===== config.mk =====
export PLATFORM = sky130hd
export DESIGN_NAME = dss_status
export DESIGN_NICKNAME = d
export VERILOG_FILES = /design/src/dss_pkg.sv /design/src/dss_sticky_bit.sv /design/src/dss_irq.sv /design/src/dss_status.sv
export SDC_FILE = /design/constraint.sdc
export NUM_CORES = 1
export LEC_CHECK = 0
export BUFFER_PORTS_ARGS = -buffer_cell sky130_fd_sc_hd__buf_2
export CORE_UTILIZATION = 40
export DETAILED_ROUTE_END_ITERATION = 12
export GPL_TIMING_DRIVEN = 1
export PLACE_DENSITY = 0.79
export SYNTH_ARGS = -nofsm -noshare
export SYNTH_HDL_FRONTEND = slang
export SYNTH_HIERARCHICAL = 1
export SYNTH_SLANG_ARGS = --single-unit

===== constraint.sdc =====
create_clock -name pclk -period 1.5 [get_ports pclk]
set_clock_uncertainty 0.15 [all_clocks]
set_input_delay 0.075 -clock pclk [delete_from_list [all_inputs] [get_ports pclk]]
set_output_delay 0.075 -clock pclk [all_outputs]
set_load 0.005 [all_outputs]

===== src/dss_pkg.sv =====
// Package for the debug status sticky flag block.
// Assumes a 32-bit APB slave and a single 20 MHz clock.
package dss_pkg;

  // ----------------------------------------------------------------
  // Register map
  // ----------------------------------------------------------------
  localparam logic [11:0] DSS_STATUS_OFS  = 12'h000;
  localparam logic [11:0] DSS_CTRL_OFS    = 12'h004;
  localparam logic [11:0] DSS_IRQ_STS_OFS = 12'h008;
  localparam logic [11:0] DSS_IRQ_EN_OFS  = 12'h00c;
  localparam logic [11:0] DSS_IRQ_CLR_OFS = 12'h010;

  // ----------------------------------------------------------------
  // Status register field positions
  // ----------------------------------------------------------------
  localparam int DSS_MON_DIS_EXT_BIT = 16;
  localparam int DSS_TRC_DIS_EXT_BIT = 15;
  localparam int DSS_TRC_STICKY_BIT  = 13;
  localparam int DSS_TRC_DIS_BIT     = 12;
  localparam int DSS_RESTART_BIT     = 11;
  localparam int DSS_MON_STICKY_BIT  = 10;
  localparam int DSS_MON_DIS_BIT     = 9;
  localparam int DSS_RESET_STS_BIT   = 1;

  // ----------------------------------------------------------------
  // Control register field positions and reset values
  // ----------------------------------------------------------------
  localparam int DSS_CTRL_UNK_BIT   = 0;
  localparam int DSS_CTRL_DLCLR_BIT = 1;
  localparam logic [1:0] DSS_CTRL_RST = 2'h0;
  localparam logic [2:0] DSS_STICKY_RST = 3'h0;
  localparam logic [31:0] DSS_UNKNOWN_DEF = 32'h0000_0000;

  // Interrupt event positions in status, enable and clear registers.
  localparam int DSS_EV_TRC  = 0;
  localparam int DSS_EV_MON  = 1;
  localparam int DSS_EV_RST  = 2;
  localparam int DSS_NEV     = 3;

  typedef struct packed {
    logic       double_lock_active;
    logic       software_lock_active;
    logic       os_lock_active;
    logic       core_domain_powered;
    logic       reset_status_flag;
    logic       trace_access_allowed;
    logic       monitor_access_allowed;
    logic [1:0] trace_world_code;
    logic [1:0] monitor_world_code;
  } dss_state_t;

  typedef struct packed {
    logic trace_err;
    logic monitor_err;
    logic debug_exit;
  } dss_event_t;

endpackage : dss_pkg


===== src/dss_sticky_bit.sv =====
// One sticky flag: set by a hardware event, cleared by a read.
// Assumes set and clear are single-cycle pulses in the pclk domain.
`timescale 1ns/1ns
`default_nettype none
module dss_sticky_bit
  import dss_pkg::*;
(
  input  wire logic pclk,
  input  wire logic presetn,
  input  wire logic set_i,
  input  wire logic clr_i,
  output logic      flag_o
);
  logic flag_r;
  logic flag_nxt;

  // Set wins over clear so that no event is lost.
  always_comb begin
    flag_nxt = set_i ? 1'b1 : (clr_i ? 1'b0 : flag_r);
  end

  always_ff @(posedge pclk or negedge presetn) begin
    if (!presetn) begin
      flag_r <= 1'b0;
    end else begin
      flag_r <= flag_nxt;
    end
  end

  assign flag_o = flag_r;

  AST_SET_WINS: assert property (@(posedge pclk) disable iff (!presetn)
    set_i |=> flag_r) else $error("Sticky flag lost a set.");

endmodule : dss_sticky_bit
`default_nettype wire


===== src/dss_irq.sv =====
// Sticky interrupt status with enable mask and write-one clear.
// Assumes event pulses and a clear vector valid for one pclk cycle.
`timescale 1ns/1ns
`default_nettype none
module dss_irq
  import dss_pkg::*;
#(
  parameter int N = DSS_NEV
)
(
  input  wire logic         pclk,
  input  wire logic         presetn,
  input  wire logic [N-1:0] event_i,
  input  wire logic [N-1:0] clr_i,
  input  wire logic [N-1:0] en_i,
  output logic      [N-1:0] status_o,
  output logic              irq_o
);
  logic [N-1:0] status_r;

  initial begin
    if (N < 1) $error("dss_irq needs at least one event.");
  end

  // A new event in the clearing cycle keeps its bit set.
  always_ff @(posedge pclk or negedge presetn) begin
    if (!presetn) begin
      status_r <= '0;
    end else begin
      status_r <= event_i | (status_r & ~clr_i);
    end
  end

  assign status_o = status_r;
  assign irq_o    = |(status_r & en_i);

endmodule : dss_irq
`default_nettype wire


===== src/dss_status.sv =====
// Debug processor status register with sticky error and restart flags.
// Assumes the debug core drives lock, power and access levels in pclk.
`timescale 1ns/1ns
`default_nettype none
module dss_status
  import dss_pkg::*;
#(
  parameter bit TRACE_FEAT    = 1'b1,
  parameter bit MONITOR_FEAT  = 1'b1,
  parameter bit REALM_FEAT    = 1'b1,
  parameter bit DEBUG_V84     = 1'b1,
  parameter bit POWERDOWN_FEAT = 1'b0,
  parameter bit DLOCK_FEAT    = 1'b1
)
(
  input  wire logic        pclk,
  input  wire logic        presetn,
  input  wire logic        psel,
  input  wire logic        penable,
  input  wire logic        pwrite,
  input  wire logic [11:0] paddr,
  input  wire logic [31:0] pwdata,
  input  wire logic [3:0]  pstrb,
  output logic      [31:0] prdata,
  output logic             pready,
  output logic             pslverr,
  input  wire dss_state_t  state_i,
  input  wire dss_event_t  event_i,
  output logic             irq
);

  // ----------------------------------------------------------------
  // Elaboration checks
  // ----------------------------------------------------------------
  // The powerdown and double lock features exclude each other in the architecture.
  initial begin
    if (POWERDOWN_FEAT && DLOCK_FEAT) begin
      $error("Powerdown domain and double lock cannot coexist.");
    end
  end

  // ----------------------------------------------------------------
  // Bus decode
  // ----------------------------------------------------------------
  logic access;
  logic wr_en;
  logic rd_en;
  logic rd_status;
  logic hit;

  assign access    = psel & penable;
  assign wr_en     = access & pwrite;
  assign rd_en     = access & ~pwrite;
  assign rd_status = rd_en & (paddr == DSS_STATUS_OFS);
  assign pready    = 1'b1;

  always_comb begin
    unique case (paddr)
      DSS_STATUS_OFS, DSS_CTRL_OFS, DSS_IRQ_STS_OFS,
      DSS_IRQ_EN_OFS, DSS_IRQ_CLR_OFS: hit = 1'b1;
      default:                         hit = 1'b0;
    endcase
  end

  assign pslverr = access & ~hit;

  // ----------------------------------------------------------------
  // Access conditions
  // ----------------------------------------------------------------
  logic dlock;
  logic unknown;
  logic clear_ok;
  logic ctrl_unk_r;
  logic ctrl_dlclr_r;

  assign dlock = DLOCK_FEAT & state_i.double_lock_active;
  // Fields read as unknown under double lock, pending reset, or no power when the powerdown feature is absent.
  assign unknown = dlock |
                   (!POWERDOWN_FEAT & !state_i.core_domain_powered) |
                   state_i.reset_status_flag;
  // Power is required for a read to clear anything, and a pending
  // reset status keeps the flags as they are.
  assign clear_ok = rd_status & state_i.core_domain_powered &
                    !state_i.reset_status_flag &
                    (!dlock | ctrl_dlclr_r);

  // ----------------------------------------------------------------
  // Control register
  // ----------------------------------------------------------------
  always_ff @(posedge pclk or negedge presetn) begin
    if (!presetn) begin
      ctrl_unk_r   <= DSS_CTRL_RST[DSS_CTRL_UNK_BIT];
      ctrl_dlclr_r <= DSS_CTRL_RST[DSS_CTRL_DLCLR_BIT];
    end else if (wr_en && paddr == DSS_CTRL_OFS && pstrb[0]) begin
      ctrl_unk_r   <= pwdata[DSS_CTRL_UNK_BIT];
      ctrl_dlclr_r <= pwdata[DSS_CTRL_DLCLR_BIT];
    end
  end

  // ----------------------------------------------------------------
  // Sticky flags
  // ----------------------------------------------------------------
  logic trc_set;
  logic mon_set;
  logic rst_set;
  logic trc_clr;
  logic mon_clr;
  logic rst_clr;
  logic trc_flag;
  logic mon_flag;
  logic rst_flag;
  logic [2:0] seen_r;

  assign trc_set = TRACE_FEAT & event_i.trace_err;
  assign mon_set = MONITOR_FEAT & event_i.monitor_err;
  // Warm reset is seen as a debug exit so the flag marks it too.
  assign rst_set = event_i.debug_exit;
  // Only flags that seen_r caught at the read's setup edge are cleared by it.
  assign trc_clr = clear_ok & seen_r[0];
  // Software lock turns read-clear into a plain read for the monitor and restart flags.
  assign mon_clr = clear_ok & seen_r[1] &
                   !state_i.software_lock_active;
  assign rst_clr = clear_ok & seen_r[2] &
                   !state_i.software_lock_active;

  dss_sticky_bit u_trc (
    .pclk    (pclk),
    .presetn (presetn),
    .set_i   (trc_set),
    .clr_i   (trc_clr),
    .flag_o  (trc_flag)
  );

  dss_sticky_bit u_mon (
    .pclk    (pclk),
    .presetn (presetn),
    .set_i   (mon_set),
    .clr_i   (mon_clr),
    .flag_o  (mon_flag)
  );

  dss_sticky_bit u_rst (
    .pclk    (pclk),
    .presetn (presetn),
    .set_i   (rst_set),
    .clr_i   (rst_clr),
    .flag_o  (rst_flag)
  );

  // ----------------------------------------------------------------
  // Read snapshot
  // ----------------------------------------------------------------
  // The flags seen at the setup edge are the ones the read reports; a
  // set landing on that same edge must survive until the next read.
  always_ff @(posedge pclk or negedge presetn) begin
    if (!presetn) begin
      seen_r <= DSS_STICKY_RST;
    end else if (psel && !penable && !pwrite) begin
      seen_r <= {rst_flag, mon_flag, trc_flag};
    end
  end

  // ----------------------------------------------------------------
  // Status word assembly
  // ----------------------------------------------------------------
  logic [31:0] status_word;
  logic        mon_unknown;

  // Without the revision feature the OS lock also hides monitor bits.
  assign mon_unknown = unknown |
                       (!DEBUG_V84 & state_i.os_lock_active);

  always_comb begin
    status_word = 32'h0000_0000;
    status_word[DSS_RESET_STS_BIT] = state_i.reset_status_flag;
    status_word[DSS_RESTART_BIT]   = rst_flag;
    if (TRACE_FEAT) begin
      status_word[DSS_TRC_STICKY_BIT] = trc_flag;
      if (REALM_FEAT) begin
        status_word[DSS_TRC_DIS_EXT_BIT] = state_i.trace_world_code[1];
        status_word[DSS_TRC_DIS_BIT]     = state_i.trace_world_code[0];
      end else begin
        status_word[DSS_TRC_DIS_BIT] = !state_i.trace_access_allowed;
      end
    end
    if (MONITOR_FEAT) begin
      status_word[DSS_MON_STICKY_BIT] = mon_flag;
      if (REALM_FEAT) begin
        status_word[DSS_MON_DIS_EXT_BIT] = state_i.monitor_world_code[1];
        status_word[DSS_MON_DIS_BIT]     = state_i.monitor_world_code[0];
      end else begin
        status_word[DSS_MON_DIS_BIT] = !state_i.monitor_access_allowed;
      end
    end
    if (unknown) begin
      status_word[DSS_TRC_STICKY_BIT]  = DSS_UNKNOWN_DEF[DSS_TRC_STICKY_BIT];
      status_word[DSS_TRC_DIS_BIT]     = DSS_UNKNOWN_DEF[DSS_TRC_DIS_BIT];
      status_word[DSS_TRC_DIS_EXT_BIT] = DSS_UNKNOWN_DEF[DSS_TRC_DIS_EXT_BIT];
      status_word[DSS_RESTART_BIT]     = DSS_UNKNOWN_DEF[DSS_RESTART_BIT];
    end
    if (mon_unknown) begin
      status_word[DSS_MON_STICKY_BIT]  = DSS_UNKNOWN_DEF[DSS_MON_STICKY_BIT];
      status_word[DSS_MON_DIS_BIT]     = DSS_UNKNOWN_DEF[DSS_MON_DIS_BIT];
      status_word[DSS_MON_DIS_EXT_BIT] = DSS_UNKNOWN_DEF[DSS_MON_DIS_EXT_BIT];
    end
  end

  // ----------------------------------------------------------------
  // Interrupts
  // ----------------------------------------------------------------
  logic [DSS_NEV-1:0] irq_en_r;
  logic [DSS_NEV-1:0] irq_sts;
  logic [DSS_NEV-1:0] irq_clr;
  logic [DSS_NEV-1:0] irq_ev;

  assign irq_ev[DSS_EV_TRC] = trc_set;
  assign irq_ev[DSS_EV_MON] = mon_set;
  assign irq_ev[DSS_EV_RST] = rst_set;
  assign irq_clr = (wr_en && paddr == DSS_IRQ_CLR_OFS && pstrb[0]) ?
                   pwdata[DSS_NEV-1:0] : '0;

  always_ff @(posedge pclk or negedge presetn) begin
    if (!presetn) begin
      irq_en_r <= '0;
    end else if (wr_en && paddr == DSS_IRQ_EN_OFS && pstrb[0]) begin
      irq_en_r <= pwdata[DSS_NEV-1:0];
    end
  end

  dss_irq #(
    .N (DSS_NEV)
  ) u_irq (
    .pclk     (pclk),
    .presetn  (presetn),
    .event_i  (irq_ev),
    .clr_i    (irq_clr),
    .en_i     (irq_en_r),
    .status_o (irq_sts),
    .irq_o    (irq)
  );

  // ----------------------------------------------------------------
  // Read data
  // ----------------------------------------------------------------
  // Read data is registered so the answer is stable for the bus.
  logic [31:0] rdata_nxt;

  always_comb begin
    rdata_nxt = 32'h0000_0000;
    unique case (paddr)
      DSS_STATUS_OFS:  rdata_nxt = status_word;
      DSS_CTRL_OFS:    rdata_nxt = {30'h0, ctrl_dlclr_r, ctrl_unk_r};
      DSS_IRQ_STS_OFS: rdata_nxt = {29'h0, irq_sts};
      DSS_IRQ_EN_OFS:  rdata_nxt = {29'h0, irq_en_r};
      default:         rdata_nxt = 32'h0000_0000;
    endcase
  end

  // Captured in setup so the data are valid in the access cycle.
  always_ff @(posedge pclk or negedge presetn) begin
    if (!presetn) begin
      prdata <= 32'h0000_0000;
    end else if (psel && !penable && !pwrite) begin
      prdata <= rdata_nxt;
    end
  end

  // ----------------------------------------------------------------
  // Checks
  // ----------------------------------------------------------------
  AST_TRC_SET: assert property (@(posedge pclk) disable iff (!presetn)
    trc_set |=> u_trc.flag_r) else $error("Trace flag not set.");
  AST_TRC_CLR: assert property (@(posedge pclk) disable iff (!presetn)
    (rd_status && state_i.core_domain_powered && !dlock && !unknown
     && !trc_set && seen_r[0]) |=> !u_trc.flag_r)
    else $error("Trace flag not cleared by read.");
  AST_NO_PWR: assert property (@(posedge pclk) disable iff (!presetn)
    (!state_i.core_domain_powered && !trc_set) |=>
    u_trc.flag_r == $past(u_trc.flag_r))
    else $error("Trace flag changed without power.");
  AST_DL_HOLD: assert property (@(posedge pclk) disable iff (!presetn)
    (dlock && !ctrl_dlclr_r && !trc_set) |=>
    u_trc.flag_r == $past(u_trc.flag_r))
    else $error("Trace flag cleared under double lock.");
  AST_DL_CLR: assert property (@(posedge pclk) disable iff (!presetn)
    (rd_status && dlock && ctrl_dlclr_r && state_i.core_domain_powered &&
     !state_i.reset_status_flag && seen_r[0] && !trc_set) |=>
    !u_trc.flag_r)
    else $error("Trace flag kept under double lock clear.");
  AST_UNK_MASK: assert property (@(posedge pclk) disable iff (!presetn)
    unknown |-> status_word[DSS_TRC_STICKY_BIT] ==
    DSS_UNKNOWN_DEF[DSS_TRC_STICKY_BIT])
    else $error("Trace flag shown while unknown.");
  AST_RS_HOLD: assert property (@(posedge pclk) disable iff (!presetn)
    (state_i.reset_status_flag && !trc_set) |=>
    u_trc.flag_r == $past(u_trc.flag_r))
    else $error("Trace flag changed while reset status set.");
  AST_MON_UNK: assert property (@(posedge pclk) disable iff (!presetn)
    unknown |-> status_word[DSS_MON_STICKY_BIT] ==
    DSS_UNKNOWN_DEF[DSS_MON_STICKY_BIT])
    else $error("Monitor flag shown while unknown.");
  AST_RESTART: assert property (@(posedge pclk) disable iff (!presetn)
    rst_set |=> rst_flag) else $error("Restart flag not set.");
  AST_RST_CLR: assert property (@(posedge pclk) disable iff (!presetn)
    (rd_status && state_i.core_domain_powered && !dlock && !unknown &&
     !state_i.software_lock_active && !rst_set && seen_r[2]) |=> !rst_flag)
    else $error("Restart flag not cleared by read.");
  AST_SWLOCK: assert property (@(posedge pclk) disable iff (!presetn)
    (state_i.software_lock_active && !mon_set) |=>
    mon_flag == $past(mon_flag))
    else $error("Monitor flag cleared under lock.");
  AST_MON_SET: assert property (@(posedge pclk) disable iff (!presetn)
    mon_set |=> mon_flag) else $error("Monitor flag not set.");
  AST_SET_EDGE: assert property (@(posedge pclk) disable iff (!presetn)
    (psel && !penable && !pwrite && paddr == DSS_STATUS_OFS && trc_set)
    |=> ##1 u_trc.flag_r)
    else $error("Trace set on read setup edge was lost.");
  AST_TRC_CODE: assert property (@(posedge pclk) disable iff (!presetn)
    (!unknown && REALM_FEAT && TRACE_FEAT) |->
    status_word[DSS_TRC_DIS_BIT] == state_i.trace_world_code[0])
    else $error("Trace world code wrong.");
  AST_RESVD: assert property (@(posedge pclk) disable iff (!presetn)
    status_word[31:17] == 15'h0000)
    else $error("Reserved status bits set.");

endmodule : dss_status
`default_nettype wire


# Word-level counts from Yosys, hierarchy flattened

Cells that the tools add are included.

Bits in registers: 46
Input bits: 67
Output and inout bits: 35
Logic and storage cells: 68

Equal/unequal tests: 4
Multiplexer cells: 13
Bitwise gates (word level): 22
Reduce and logical (&&, ||, !) cells: 20

Operators with widths:

| cell                                           | count |
|---|---|
| case mux 17 bit (4 select lines)               | 1 |
| == test 12 x 4 -> 1 bit, second input constant | 2 |
| bitwise AND 1 bit                              | 13 |
| == test 12 x 3 -> 1 bit, second input constant | 1 |
| == test 12 x 5 -> 1 bit, second input constant | 1 |
| logical NOT 12 bit                             | 1 |
| 2-to-1 mux 1 bit                               | 9 |
| logical AND 1 bit                              | 8 |
| bitwise AND 3 bit                              | 2 |
| logical NOT 1 bit                              | 6 |
| 2-to-1 mux 3 bit                               | 2 |
| nonzero test 2 bit                             | 3 |
| OR reduction 5 bit                             | 1 |
| inverter 3 bit                                 | 1 |
| OR 1 bit                                       | 3 |
| OR 3 bit                                       | 1 |
| OR reduction 3 bit                             | 1 |
| 2-to-1 mux 2 bit                               | 1 |
| inverter 1 bit                                 | 2 |

# Logic depth before layout (Yosys ltp)

Depth after elaboration: 10
Mapped depth: 6
Mapped depth without buffers: 5

# Cells and area by module

Netlist, hierarchy kept.

Modules (own cells, without submodules):

| module         | times used | cells each | area an instance (sq um) | sequential area each (sq um) |
|---|---|---|---|---|
| dss_status     | 1          | 126        | 1158.6                   | 450.4 |
| dss_irq        | 1          | 11         | 122.6                    | 75.1 |
| dss_sticky_bit | 3          | 3          | 36.3                     | 25.0 |

# Worst setup path after synthesis

No wires, ideal clock.

Path type: input port to flip-flop
From: input port paddr[1]
To: register u_mon.flag_r, in the netlist u_mon/flag_o
Setup time: 0.118 ns
Arrival time: 1.118 ns
Required time: 1.232 ns
Path slack: 0.114 ns
Stages: 5
Buffers on the path: 0
Path through: nor4_4 > o2111ai_1 > nor4_1 > inv_1 > a21o_1

Cells in the longest elaborated chain, start to end: 8

Ends and longest elaborated chain:

| element                             | RTL line             | RTL |
|---|---|---|
| start: declaration                  | dss_status.sv:21     | `input wire logic [11:0] paddr,` |
| logical NOT 12 bit                  | dss_status.sv:54     | `assign rd_status = rd_en & (paddr == DSS_STATUS_OFS);` |
| bitwise AND 1 bit                   | dss_status.sv:54     |  |
| bitwise AND 1 bit (2 in series)     | dss_status.sv:83     | `assign clear_ok = rd_status & state_i.core_domain_powered &` |
| bitwise AND 1 bit                   | dss_status.sv:84     | `!state_i.reset_status_flag &` |
| bitwise AND 1 bit (2 in series)     | dss_status.sv:121    | `assign mon_clr = clear_ok & seen_r[1] &` |
| named net mon_clr                   | dss_status.sv:107    | `logic mon_clr;` |
| nonzero test 2 bit (no source line) | --                   |  |
| end signal: assignment              | dss_sticky_bit.sv:26 | `flag_r <= flag_nxt;` |
| end: declaration                    | dss_sticky_bit.sv:14 | `logic flag_r;` |

The timed path passes the listed nets, and every way through them passes these cells.
A chain may end at the register's enable or synchronous reset.

# Final worst setup path

From: register irq_en_r[0]
To: output port irq

Cells in the longest elaborated chain, start to end: 2

Ends and longest elaborated chain:

| element                  | RTL line          | RTL |
|---|---|---|
| start: declaration       | dss_status.sv:211 | `logic [DSS_NEV-1:0] irq_en_r;` |
| start signal: assignment | dss_status.sv:226 | `irq_en_r <= pwdata[DSS_NEV-1:0];` |
| bitwise AND 3 bit        | dss_irq.sv:35     | `assign irq_o = \|(status_r & en_i);` |
| OR reduction 3 bit       | dss_irq.sv:35     |  |
| end: declaration         | dss_status.sv:29  | `output logic irq` |

No other way between the ends.

==> flow_summary.ini <==
[detailed_routing]
met1_length_um = 1165
remaining_drc_errors = 0
wl_met2_um = 1555
wl_um = 2902
highest_layer = met4
final_antenna_net_count = 0
drtIter0Drc = 44
viasPerCell = 4.612
drt-pass1-iter-count = 4
vias = 1176
wl_met3_um = 140
post_drt_wl_per_cell_um = 11.38

[global_route]
antenna_found_initial = 0
grt_pass1_wl_um = 4705
grt_max_degree = 25
grtUsageTotal = 0.1743
grt_pass1_vias = 1118
grt-ovfl-total = 0

[sta]
worst_slack_ns = -0.03068
rsz0062_at_grt = true
maxSlewViolCount = 0
max_clock_freq_ghz = 0.6533
worst_pin_slew_ns = 0.5143
hold_viol_final = 0
setup_viol = 1
min_period_ns = 1.531
slew_headroom = 0.6571
period_share = 1.020

[setup_path]
crit_chain = a222oi_1, inv_1, buf_2
worstPathMaxFanout = 2
crit_slowest_cell = dfrtp_1
cp-start-kind = flop
critPathKind = flop to primary output
worstSetupEndpointType = primary output
required_ns = 1.27
slowest_delay_ns = 0.40
critPathArrivalTime_ns = 1.31

[synth]
netlist-cell-type-count = 30
netlist_area_um2 = 1390
synth_edf_count = 0
syn_inst = 146
async_reset_ff_frac = 1.000
seq_area_frac_synth = 0.4320
yosysWarningCount = 6
synth-seq-cells = 24
synth.avg_cell_area_um2 = 9.521
synthFlopType = dfrtp_1
synth_area_leaders = dfrtp_1 (43%), buf_4 (12%), nand2_1 (5.7%), o21ai_0 (5.0%), inv_1 (3.8%)
synth_top_area_share = 0.4320
synth_largest_area_cell = dfrtp_1

[clock_network]
clockBufferDepth = 2
ctsResizeCount = 0
cts_max_level = 1
cts_tree = done
cts_buffers = 3
path_clk_slew_ns = 0.13
cts_num_sinks = 24
clk_root_buffer_cell = clkbuf_4
clock_latency_ns = 0.32

[die]
coreArea_um2 = 3337
initial_utilization = 0.4166
rows = 21
dieArea_um2 = 3715
die_h_um = 60.95
top_level_ports = 102
die_x_um = 60.95

[layout]
fillers = 314
areaGrowthSynthToFinish_pct = 29.61
final_cell_mix = buf_2 (43), dfrtp_1 (24), conb_1 (23)
drive_above_1_share = 0.3158
layout_commonest_cell = buf_2
fin_util = 0.5399
multiInputGateArea_um2 = 625.6
antennaDiodeCount = 0
final_area_um2 = 1802
nets = 277
regArea_um2 = 600.6

[power_and_ir_drop]
p_switching_mw = 0.2839
p_leak_nw = 0.8788
p_per_area_nw_per_um2 = 720.0
clock_power_share = 0.351
switching_share = 0.2189
intPower_mw = 1.013
seqPwrFrac = 0.512
ir_worst_vdd_mv = 0.5950
combPwrFrac = 0.138

[placement]
place_congestion = 0.7912
port-buffer-count = 43
placed_area_um2 = 1589
dpl.hpwl_um = 2159

[status]
violations = negative setup slack
status = finished, violations left

[flow_run]
max-cap-violations = 0

[hold_path]
hold_path.class = input port to flop
metrics by stage:
stage          worst slack, ns  instances  hold slack (ns)  total power [mW]   TNS [ns]
2_1_floorplan           0.1138        167          -0.3706            0.7868          0
3_3_place_gp          -0.03407        234         -0.07432            0.8244   -0.07259
3_5_place_dp          -0.09256        234         -0.06862            0.8285    -0.2405
4_1_cts              -0.005500        254          0.04274             1.309  -0.005500
5_1_grt               -0.08361        255          0.04680             1.369   -0.08361
6_report              -0.03068        255          0.03749             1.297   -0.03068
power by group through the flow:
stage                     clock [mW]  sequential (mW)  combinational (mW)
after floorplan                    0            0.675               0.112
after global placement             0            0.675               0.149
after detailed placement           0            0.677               0.152
after CTS                      0.467            0.664               0.178
after global routing           0.499            0.665               0.205
final                          0.455            0.664               0.179
sequential cells by signal, indices dropped and copies added (netlist names), 3 cells and up:
signal and cells:
prdata 10, seen_r 3, irq_en_r 3, u_irq/status_o 3
timing repair:
item / CTS / global route
pin swaps: 1 / 1
endpoints found under the setup margin: 1 / 1
hold buffers: 13 / 0
buffers inserted: 3 / 1
endpoints found under the hold margin: 40 / 0
critical path, delay by kind of cell (launching register included):
family,cells,cell delay (ns)
AOI/OAI and AO/OA,1,0.39
buffers and inverters,2,0.21
DFF,1,0.40
layout make-up:
cell class	instances	area share
clock buffers	3	0.01250
flip-flops and latches	24	0.3333
well taps	46	0.03194
repair buffers	65	0.2292
multi-input cells	102	0.3472
clock inverters	1	0.01667
inverters	14	0.02917
final timing paths:
check | startpoint | to | slack [ns] | cells past startpoint
worst max-delay path | irq_en_r[0] | irq | -0.03 | 3
worst min-delay path | paddr[8] | prdata[1] | 0.04 | 5
worst max register to register | u_irq/status_o[1] | prdata[1] | 0.10 | 4
worst min register to register | prdata[12] | prdata[12] | 0.34 | 2
max in group asynchronous | presetn | u_irq/status_o[1] | 0.74 | 2
min in group asynchronous | presetn | prdata[1] | 0.10 | 2
cells in the mapped netlist (all sizes together), types with 2 or more instances:
library cell	n
buf	25
dfrtp	24
nand2	21
inv	14
o21ai	14
mux2	7
a21o	6
nor3	6
nand4	4
nor4	4
and4	2
clkbuf	2
conb	2
nand3	2
nor2	2
nor4b	2
routing by layer:
layer  up-vias  GRT usage
met5         -          0
met4         0    0.05519
met3         7    0.04691
met2        42     0.3203
met1       542     0.1952
li1        585          -
cells by family (layout without fill, tap and decap cells):
kind of cell	count (synthesis)	after routing	share of synthesized area
buffers and inverters	41	83	0.1746
flip-flops	24	24	0.4320
AND/OR/NAND/NOR	47	47	0.2052
multiplexers	9	9	0.08010
other	2	23	0.005403
AO/OA/AOI/OAI	23	23	0.1026
Note: power is estimated with default switching activity, not from simulation.
